$ cat src/design/bcc_pkg.sv
// ==========================================================
// shared types and constants of the converter control block
package bcc_pkg;

    // ==========================================================
    // timing
    localparam int unsigned SYS_CLK_HZ    = 40_000_000;
    localparam int unsigned SYS_PERIOD_PS = 1_000_000_000 / (SYS_CLK_HZ / 1000);
    localparam int unsigned MIN_PULSE_WIDTH_SELECT_A_NS    = 10;
    localparam int unsigned MIN_PULSE_WIDTH_SELECT_B_NS    = 20;
    localparam int unsigned MIN_PULSE_WIDTH_SELECT_C_NS    = 40;
    // least times round up to whole cycles
    localparam int unsigned MIN_PULSE_WIDTH_SELECT_A_CYC = (MIN_PULSE_WIDTH_SELECT_A_NS * 1000 + SYS_PERIOD_PS - 1) / SYS_PERIOD_PS;
    localparam int unsigned MIN_PULSE_WIDTH_SELECT_B_CYC = (MIN_PULSE_WIDTH_SELECT_B_NS * 1000 + SYS_PERIOD_PS - 1) / SYS_PERIOD_PS;
    localparam int unsigned MIN_PULSE_WIDTH_SELECT_C_CYC = (MIN_PULSE_WIDTH_SELECT_C_NS * 1000 + SYS_PERIOD_PS - 1) / SYS_PERIOD_PS;

    // ==========================================================
    // output level: millivolts = base + step * code
    localparam logic [11:0] LEVEL_BASE_MV = 12'h708;  // 1800
    localparam logic [11:0] LEVEL_STEP_MV = 12'h064;  // 100

    // ==========================================================
    // peak current limit table, mA
    localparam logic [9:0] LIMIT_MA_1 = 10'h0C8;  // 200
    localparam logic [9:0] LIMIT_MA_2 = 10'h12C;  // 300
    localparam logic [9:0] LIMIT_MA_3 = 10'h190;  // 400
    localparam logic [9:0] LIMIT_MA_4 = 10'h1F4;  // 500
    localparam logic [9:0] LIMIT_MA_5 = 10'h258;  // 600
    localparam logic [9:0] LIMIT_MA_NONE = 10'h000;

    // ==========================================================
    // values after reset
    localparam logic [3:0] RST_LEVEL_SEL = 4'h1;  // 1.9 V
    localparam logic [2:0] RST_LIMIT_SEL = 3'h4;  // 500 mA
    localparam logic [1:0] RST_MIN_PW    = 2'h3;  // 40 ns
    localparam logic       RST_SW_LARGE  = 1'h1;
    localparam logic [1:0] RST_CLK_DIV   = 2'h0;

    // ==========================================================
    // types
    typedef enum logic [2:0] {
        BCC_OFF   = 3'h1,
        BCC_START = 3'h2,
        BCC_RUN   = 3'h4
    } bcc_mode_t;

    typedef struct packed {
        logic       convEnable;        // converter_enable_bit
        logic [3:0] levelSel;          // output_level_select
        logic [2:0] limitSel;          // peak_current_limit_select
        logic [1:0] minPwSel;          // min_pulse_width_select
        logic       switchLarge;       // 1 = large switches
        logic       clkSrcSys;         // converter_clock_source_select
        logic [1:0] converter_clock_divider;            // converter_clock_divider
        logic       clkInvert;         // divider_input_invert
        logic       forcedBypass;      // forced_bypass_bit
        logic       autoBypassEn;      // auto_bypass_enable
    } bcc_cfg_t;

    // comparator levels from the analog section, asynchronous
    typedef struct packed {
        logic readyHigh;    // rail within window, upper comparator
        logic readyLow;     // rail within window, lower comparator
        logic overCurrent;  // peak inductor current above limit
        logic overVoltage;  // rail above programmed target
        logic marginLow;    // input exceeds output by under 0.4 V
        logic marginHigh;   // input exceeds output by over 0.5 V
    } bcc_ana_t;

    typedef struct packed {
        logic readyHigh;    // output_ready_high_flag
        logic readyLow;     // output_ready_low_flag
        logic bypassClosed; // bypass indicator
        logic skipping;     // last switching cycle was skipped as too short
        logic limiting;     // switching curtailed
        logic starting;     // start-up charge in progress
    } bcc_status_t;

endpackage

$ cat src/design/bcc_sync.sv
`timescale 1ns/100ps
`default_nettype none
// ==========================================================
// two-stage synchroniser for a group of asynchronous levels
module bcc_sync #(
    parameter int WIDTH = 1
) (
    input  wire logic             sys_clk,  // system clock
    input  wire logic             rstn,     // sync reset, low
    input  wire logic [WIDTH-1:0] asyncIn,  // raw levels
    output logic      [WIDTH-1:0] syncOut   // settled levels
);
    import bcc_pkg::*;

    typedef struct packed {
        logic [WIDTH-1:0] stage1;
        logic [WIDTH-1:0] stage2;
    } bcc_sync_state_t;

    bcc_sync_state_t st_reg;
    bcc_sync_state_t st_next;

    // shift through two flops
    always_comb begin
        st_next        = st_reg;
        st_next.stage1 = asyncIn;
        st_next.stage2 = st_reg.stage1;
    end

    // state register
    always_ff @(posedge sys_clk) begin
        if (!rstn) begin
            st_reg <= '0;
        end else begin
            st_reg <= st_next;
        end
    end

    assign syncOut = st_reg.stage2;
endmodule
`default_nettype wire

$ cat src/design/bcc_control.sv
`timescale 1ns/100ps
`default_nettype none
module bcc_control (
    input  wire logic                 sys_clk,         // 40 MHz system clock
    input  wire logic                 rstn,            // sync reset, low
    input  wire logic                 cfgWrite,        // load cfgIn
    input  wire bcc_pkg::bcc_cfg_t    cfgIn,           // new configuration
    input  wire logic [7:0]           onTimeReq,       // demanded on time, cycles
    input  wire logic                 oscIn,           // internal oscillator
    input  wire bcc_pkg::bcc_ana_t    anaIn,           // analog comparators
    output logic                      highSideSwitch,  // high_side_switch gate
    output logic                      bypassSwitch,    // bypass_switch gate
    output logic                      largeSwitchSel,  // 1 = large switches
    output logic [3:0]                levelCode,       // level code to reference
    output logic [11:0]               levelMv,         // programmed level, mV
    output logic [2:0]                limitCode,       // limit code to analog
    output logic [9:0]                limitMa,         // peak limit, mA
    output logic                      convClkTick,     // one pulse per switch cycle
    output bcc_pkg::bcc_cfg_t         cfgOut,          // configuration readback
    output bcc_pkg::bcc_status_t      status           // read-only status
);
    import bcc_pkg::*;

    // ==========================================================
    // state
    typedef struct packed {
        bcc_cfg_t    cfg;
        bcc_mode_t   mode;
        logic [2:0]  divCnt;
        logic        oscPrev;
        logic [7:0]  onCnt;
        logic        highSide;
        logic        bypass;
        logic        autoHold;
        logic        tick;
        logic [11:0] levelMv;
        logic [9:0]  limitMa;
        bcc_status_t status;
    } bcc_state_t;

    localparam bcc_cfg_t CFG_RESET = '{
        convEnable:   1'h0,
        levelSel:     RST_LEVEL_SEL,
        limitSel:     RST_LIMIT_SEL,
        minPwSel:     RST_MIN_PW,
        switchLarge:  RST_SW_LARGE,
        clkSrcSys:    1'h0,
        converter_clock_divider:       RST_CLK_DIV,
        clkInvert:    1'h0,
        forcedBypass: 1'h0,
        autoBypassEn: 1'h0
    };

    // reset image of the whole state; level and limit agree with the reset codes
    localparam bcc_state_t ST_RESET = '{
        cfg:      CFG_RESET,
        mode:     BCC_OFF,
        divCnt:   3'h0,
        oscPrev:  1'h0,
        onCnt:    8'h00,
        highSide: 1'h0,
        bypass:   1'h0,
        autoHold: 1'h0,
        tick:     1'h0,
        levelMv:  12'(LEVEL_BASE_MV + LEVEL_STEP_MV * 12'(RST_LEVEL_SEL)),
        limitMa:  LIMIT_MA_4,
        status:   '0
    };

    // least widths in whole cycles, rounded up so a pulse is never too narrow
    localparam logic [7:0] MIN_PULSE_WIDTH_SELECT_A = 8'(MIN_PULSE_WIDTH_SELECT_A_CYC);
    localparam logic [7:0] MIN_PULSE_WIDTH_SELECT_B = 8'(MIN_PULSE_WIDTH_SELECT_B_CYC);
    localparam logic [7:0] MIN_PULSE_WIDTH_SELECT_C = 8'(MIN_PULSE_WIDTH_SELECT_C_CYC);

    bcc_state_t st_reg;
    bcc_state_t st_next;

    // ==========================================================
    // synchronisers for the asynchronous inputs
    logic [6:0] rawIn;
    logic [6:0] syncIn;
    logic       oscS;
    bcc_ana_t   anaS;

    // oscillator and comparators pass two flops first
    // comparators move with the rail at any time, so a raw level
    // read straight into the sequencer could go metastable
    // the oscillator shares the chain, so its ticks lag two cycles
    assign rawIn = {oscIn, anaIn};

    bcc_sync #(
        .WIDTH   (7)
    ) u_sync (
        .sys_clk (sys_clk),
        .rstn    (rstn),
        .asyncIn (rawIn),
        .syncOut (syncIn)
    );

    assign oscS = syncIn[6];
    assign anaS = bcc_ana_t'(syncIn[5:0]);

    // ==========================================================
    // next-state logic
    logic [2:0] divMax;
    logic [2:0] divPhase;
    logic       sysTick;
    logic       oscRise;
    logic       swTick;
    logic       curtail;
    logic [7:0] min_pulse_width_select;
    logic       pulseTooShort;

    always_comb begin
        st_next = st_reg;

        // configuration load
        // a write lands in one cycle; every decoded output follows the new copy
        if (cfgWrite) begin
            st_next.cfg = cfgIn;
        end

        // ==========================================================
        // switching clock
        // system clock divider, period 1, 2, 4 or 8 cycles
        case (st_reg.cfg.converter_clock_divider)
            2'h0:    divMax = 3'h0;
            2'h1:    divMax = 3'h1;
            2'h2:    divMax = 3'h3;
            default: divMax = 3'h7;
        endcase
        // inverted input moves the divided edge by half a period
        // sum is one bit wider so divide by eight gives phase four
        // limitation: no shift is possible at divide by one
        divPhase = st_reg.cfg.clkInvert ? 3'((4'(divMax) + 4'h1) >> 1) : 3'h0;
        st_next.divCnt = (st_reg.divCnt >= divMax) ? 3'h0 : 3'(st_reg.divCnt + 3'h1);
        sysTick = (st_reg.divCnt == divPhase);

        // oscillator rising edge from the settled stage
        oscRise = oscS & ~st_reg.oscPrev;
        st_next.oscPrev = oscS;

        // switching clock source; divider ignored on oscillator
        swTick = st_reg.cfg.clkSrcSys ? sysTick : oscRise;
        st_next.tick = swTick;

        // ==========================================================
        // protection and pulse width
        // protection stops switching at once
        curtail = anaS.overCurrent | anaS.overVoltage;
        st_next.status.limiting = curtail;

        // minimum pulse width in cycles, zero means off
        case (st_reg.cfg.minPwSel)
            2'h0:    min_pulse_width_select = 8'h00;
            2'h1:    min_pulse_width_select = MIN_PULSE_WIDTH_SELECT_A;
            2'h2:    min_pulse_width_select = MIN_PULSE_WIDTH_SELECT_B;
            default: min_pulse_width_select = MIN_PULSE_WIDTH_SELECT_C;
        endcase
        pulseTooShort = (min_pulse_width_select != 8'h00) && (onTimeReq < min_pulse_width_select);

        // ==========================================================
        // converter sequencing
        case (st_reg.mode)
            BCC_OFF: begin
                // drop any stale pulse so a restart begins with a full charge
                st_next.onCnt = 8'h00;
                st_next.highSide = 1'h0;
                st_next.status.starting = 1'h0;
                if (st_reg.cfg.convEnable) begin
                    st_next.mode = BCC_START;
                    st_next.status.starting = 1'h1;
                    st_next.highSide = ~curtail;
                end
            end
            BCC_START: begin
                // charge until the rail reaches its level
                st_next.highSide = ~curtail;
                if (!st_reg.cfg.convEnable) begin
                    st_next.mode = BCC_OFF;
                    st_next.highSide = 1'h0;
                    st_next.status.starting = 1'h0;
                end else if (anaS.overVoltage) begin
                    st_next.mode = BCC_RUN;
                    st_next.highSide = 1'h0;
                    st_next.status.starting = 1'h0;
                end
            end
            BCC_RUN: begin
                // count down the current pulse
                if (st_reg.onCnt != 8'h00) begin
                    st_next.onCnt = 8'(st_reg.onCnt - 8'h01);
                end
                // new cycle: emit full pulse or skip it entirely
                if (swTick) begin
                    if (onTimeReq == 8'h00 || curtail) begin
                        st_next.onCnt = 8'h00;
                        st_next.status.skipping = 1'h0;
                    end else if (pulseTooShort) begin
                        st_next.onCnt = 8'h00;
                        st_next.status.skipping = 1'h1;
                    end else begin
                        st_next.onCnt = onTimeReq;
                        st_next.status.skipping = 1'h0;
                    end
                end
                // curtail wins over a new pulse, so an overdriven rail is never pushed
                if (curtail) begin
                    st_next.onCnt = 8'h00;
                end
                st_next.highSide = (st_next.onCnt != 8'h00);
                if (!st_reg.cfg.convEnable) begin
                    st_next.mode = BCC_OFF;
                    st_next.onCnt = 8'h00;
                    st_next.highSide = 1'h0;
                    st_next.status.skipping = 1'h0;
                end
            end
            default: begin
                st_next.mode = BCC_OFF;
                st_next.onCnt = 8'h00;
                st_next.highSide = 1'h0;
            end
        endcase

        // ==========================================================
        // bypass control
        // automatic bypass hold with hysteresis
        // marginLow wins when both are high, so a shrinking margin closes first
        if (!st_reg.cfg.autoBypassEn) begin
            st_next.autoHold = 1'h0;
        end else if (anaS.marginLow) begin
            st_next.autoHold = 1'h1;
        end else if (anaS.marginHigh) begin
            st_next.autoHold = 1'h0;
        end

        // bypass gate, independent of the converter mode
        st_next.bypass = st_reg.cfg.forcedBypass | st_reg.autoHold;
        st_next.status.bypassClosed = st_next.bypass;

        // ==========================================================
        // status and decoded readback
        // ready flags from the settled comparators
        st_next.status.readyHigh = anaS.readyHigh;
        st_next.status.readyLow = anaS.readyLow;

        // programmed level in mV
        st_next.levelMv = 12'(LEVEL_BASE_MV + LEVEL_STEP_MV * {8'h00, st_next.cfg.levelSel});

        // peak current limit decode
        case (st_next.cfg.limitSel)
            3'h1:    st_next.limitMa = LIMIT_MA_1;
            3'h2:    st_next.limitMa = LIMIT_MA_2;
            3'h3:    st_next.limitMa = LIMIT_MA_3;
            3'h4:    st_next.limitMa = LIMIT_MA_4;
            3'h5:    st_next.limitMa = LIMIT_MA_5;
            default: st_next.limitMa = LIMIT_MA_NONE;
        endcase
    end

    // ==========================================================
    // state register
    // synchronous reset; the synchroniser clears on the same edges
    always_ff @(posedge sys_clk) begin
        if (!rstn) begin
            st_reg <= ST_RESET;
        end else begin
            st_reg <= st_next;
        end
    end

    // ==========================================================
    // outputs, all straight from the state register
    assign highSideSwitch = st_reg.highSide;
    assign bypassSwitch   = st_reg.bypass;
    assign largeSwitchSel = st_reg.cfg.switchLarge;
    assign levelCode      = st_reg.cfg.levelSel;
    assign levelMv        = st_reg.levelMv;
    assign limitCode      = st_reg.cfg.limitSel;
    assign limitMa        = st_reg.limitMa;
    assign convClkTick    = st_reg.tick;
    assign cfgOut         = st_reg.cfg;
    assign status         = st_reg.status;
endmodule
`default_nettype wire

$ cat config.mk
export PLATFORM = sky130hd
export DESIGN_NAME = bcc_control
export DESIGN_NICKNAME = d
export VERILOG_FILES = /design/src/design/bcc_pkg.sv /design/src/design/bcc_sync.sv /design/src/design/bcc_control.sv
export SDC_FILE = /design/constraint.sdc
export NUM_CORES = 1
export LEC_CHECK = 0
export BUFFER_PORTS_ARGS = -buffer_cell sky130_fd_sc_hd__buf_2
export CAP_MARGIN = 40
export CORE_ASPECT_RATIO = 1.75
export CORE_UTILIZATION = 45
export DETAILED_ROUTE_END_ITERATION = 7
export GPL_TIMING_DRIVEN = 0
export PLACE_DENSITY_LB_ADDON = 0.3
export SYNTH_ARGS = -nofsm -noshare
export SYNTH_HDL_FRONTEND = slang
export SYNTH_SLANG_ARGS = --single-unit
$ cat constraint.sdc
create_clock -name sys_clk -period 2.8 [get_ports sys_clk]
set_input_delay 0.28 -clock sys_clk [delete_from_list [all_inputs] [get_ports sys_clk]]
set_output_delay 0.28 -clock sys_clk [all_outputs]
set_load 0.03 [all_outputs]
# Yosys cells after proc, flatten, opt, wreduce, memory -nomap -nowiden
# Index checks and enable logic that the tools add are counted.
# totals
regBits	77
latchBits	0
ramBits	0
rom_bits	0
input_bits	35
elab_cells	106
memories	0
# classes
add_sub_neg	4
multipliers	1
div	0
magnitude_cmp	2
n_eq_ne	17
n_shift	0
muxes	33
bitwise_logic	6
n_reduce_logical	16
# ops
op	n
$pmux W10 S5	1
$mux W8	6
$reduce_bool A8 Y1	3
$pmux W3 S3	2
$mux W16	1
$pmux W8 S2	1
$mux W3	5
$mux W1	13
$add A11 B11 Y12 const A	1
$eq A3 B2 Y1 const B	3
$eq A3 B3 Y1 const B	3
$mul A5 B4 Y9 const A	1
$mux W9	1
$logic_not A8 Y1	1
$lt A8 B8 Y1	1
$sub A8 B1 Y8 const B	1
$eq A3 B1 Y1 const B	2
$reduce_and A2 Y1	3
$add A3 B1 Y4 const B	1
$eq A2 B1 Y1 const B	2
$eq A2 B2 Y1 const B	2
$logic_not A2 Y1	2
$ne A2 B2 Y1 const B	2
$pmux W2 S2	1
15 further kinds	20

# Logic depth before layout (Yosys ltp)
# depth
word_depth	13
mapped_depth	11
ltp_nobuf	10

# Modules after synthesis
# Synthesis repeated with hierarchy kept, for this count alone.
# hier_totals
hier_cells	399
hier_area_um2	3627.2
# modules_own_cells
mod	n_inst	cells_per_inst	area_each_um2
bcc_control	1	370	3235.6
bcc_sync	1	29	391.6

# Least setup slack after synthesis
# OpenSTA, ideal clock, no wires.
# synth_path
path_kind	input to register
startpoint	input cfgWrite
endpoint	register st_reg (netlist bit levelMv[10])
setup_time_ns	0.129
t_arrival_ns	2.460
required_time_ns	2.671
setup_slack_ns	0.210
path_stages	10
path_buffers	1
path_cell_list	buf_4 -> mux2_2 -> ha_1 -> ha_1 -> inv_1 -> fa_1 -> or3b_1 -> nand3_1 -> xor2_1 -> nand2_1
# synth_via
elab_chain_cells	3
# synth_rtl
item	line_no	rtl
start, declared	bcc_control.sv:6	input wire logic cfgWrite,
$mux W16	bcc_control.sv:119	if (cfgWrite) begin
$mul A5 B4 Y9	bcc_control.sv:249	st_next.levelMv = 12'(LEVEL_BASE_MV + LEVEL_STEP_MV * {8'h00, st_next.cfg.levelSel});
$add A11 B11 Y12	bcc_control.sv:249	
end signal, assigned	bcc_control.sv:269	st_reg <= st_next;
end, declared	bcc_control.sv:75	bcc_state_t st_reg;
# No other way between the ends.
# A chain may end at the register's enable or synchronous reset.

# Worst setup path in the final report
# Ends and elaborated chain as after synthesis.

==> results.cfg <==
[synthesis]
synth_most_common_cell = dfxtp_1
avgSynthCellArea_um2 = 9.08
ys.flop_type = dfxtp_1
ys_top_cells_by_count = 71 x dfxtp_1, 54 x buf_4, 31 x nand2_1
synth_cell_types = 55
yosysWarnings = 0
synth_enable_flop_cells = 0
seq_area_frac_synth_pct = 39.0
synth_cells = 401
synth_seq_cells = 71
yosys-top-cells-area = dfxtp_1 39%, buf_4 11%, ha_1 6.2%
synthArstFlopShare_pct = 0
synth_top_cell_area_share_pct = 39.0
synth_top_cell_by_area = dfxtp_1
syn_area_um2 = 3640

[critical_path]
reg2reg_from = levelCode[1]
endpoint_kind = register
crit_fanout = 10
cp-start-kind = input port
crit_arrival_ns = 2.71
crit_type = input port to register
critical_path_required_ns = 3.00
startpoint = cfgWrite

[layout]
fin_area_um2 = 4520
drive_gt1_share_pct = 35.8
diodes = 0
final_cells = 595
syn2layout_area_growth_pct = 24.1
nets = 554
largest_register_ffs = 16

[timing]
clock.fmax_ghz = 0.398
fin_setup_tns_ns = 0
rsz0062_at_grt = false
timing.final.crit_share_pct = 89.7
period_needed_ns = 2.51
finClkSkew_ns = 0.00657
worst_pin_slew_ns = 0.803
hold_violations = 0
slew_headroom_pct = 46.4
slew_violations = 0
setup_violations = 0

[detailed_routing]
ant_nets = 0
drt-vias-per-instance = 4.95
drcViolationCount = 0
vias = 2947
drt-initial-drc-count = 115
wl_per_cell_um = 12.7
drt-pass1-iter-count = 4
wl_um = 7540

[clock_network]
clock_latency_ns = 0.33
cts_resized = 0
h-tree-depth = 3
cts_tree = built
numClockSinks = 71
post-cts-setup-buffers = 0
root_buffer = clkbuf_16
path_clk_slew_ns = 0.06
cts-buffers-inserted = 9
cts_buffer_depth = 2
hold_buffers = 0

[pwr]
ir_worst_vdd_v = 0.000483
powerDensity_nw_per_um2 = 641
leakage_uw = 0.00215

[die]
floorplan.initialDensity_pct = 46.1
io_pins = 91
die_y_um = 121
core_um2 = 7910
die-area_um2 = 8470
fp.dieW_um = 70.0
rows = 43

[place]
gp_congestion = 0.813
dpl.hpwl_um = 5770
dpl-instance-area_um2 = 4190
dpl.cell_count = 579
numPortBuffers = 85

[global_routing]
grt_overflow = 0
grt_max_degree = 15
grt_antenna_before_repair = 0
grt_usage_pct = 19.2
grt_pass1_vias = 2795
grt_pass1_wl_um = 12700

[min_path]
hp-class = input port to register
hp-start = anaIn[3]

[run_status]
status = finished clean

[run]
max-cap-violations = 0
[cells in the final DEF, fill, tap and decap left out, types with 9 or more instances in the layout]
cell type	count
and2_1	19
a21oi_1	15
dfxtp_1	71
nand2_1	31
xnor2_1	10
mux2i_1	12
nor3_1	11
inv_1	19
buf_2	87
o21ai_1	12
ha_1	18
clkbuf_16	9
buf_4	54
nor2_1	28
[report_power, final]
group	switching [uW]	internal (uW)
combinational	313	235
clock	450	792
sequential	34.1	1080
total	797	2100
[worst paths after layout]
check,to,slack (ns),cells after the start
worst max register to register,levelMv[10],0.29,9
worst max-delay path,levelMv[10],0.29,11
worst min-delay path,u_sync.st_next[3],0.15,2
worst min register to register,u_sync.syncOut[0],0.43,1
[stage by stage]
stage / utilization [%] / total power (uW) / setup WS (ns) / hold WS, ns
detailed placement: 53.0 / 1680 / -0.0748 / 0.419
finish: 57.2 / 2900 / 0.287 / 0.151
global route: 57.2 / 3030 / 0.159 / 0.147
global placement: 53.0 / 1670 / -0.0225 / 0.413
floorplan: - / 1550 / 0.210 / 0.407
CTS: 57.2 / 2930 / 0.271 / 0.141
[final cells by class]
cell class / count / area, um^2
fillers: 721 / 3390
multi-input cells: 247 / 1680
flip-flops and latches: 71 / 1420
plain buffers: 67 / 480
repair buffers: 85 / 425
clock buffers: 9 / 225
well taps: 90 / 113
clock inverters: 7 / 104
inverters: 19 / 71.3
[cells by family after synthesis]
group	synth area share, %
adder cells (fa/ha/maj)	6.73
other	0.103
multiplexers	5.56
AND/OR/NAND/NOR	20.0
flip-flops	39.0
AO/OA/AOI/OAI	10.1
buffers and inverters	15.1
XOR/XNOR	3.37
[critical path, cell delays in order]
cell and delay [ns]:
buf_2 0.09, buf_4 0.20, mux2_2 0.39, ha_1 0.31, ha_1 0.22, inv_1 0.07
fa_1 0.44, or3b_1 0.41, nand3_1 0.10, xor2_1 0.14, nand2_1 0.06
[per-layer routing]
layer / wire length [um] / track usage, % / part of all wire (%)
met3: 443 / 5.65 / 5.9
met5: 0 / 0 / 0
met1: 2970 / 20.2 / 39
met4: 233 / 11.9 / 3.1
met2: 3900 / 33.2 / 52
Note: power is estimated with default switching activity, not from simulation.
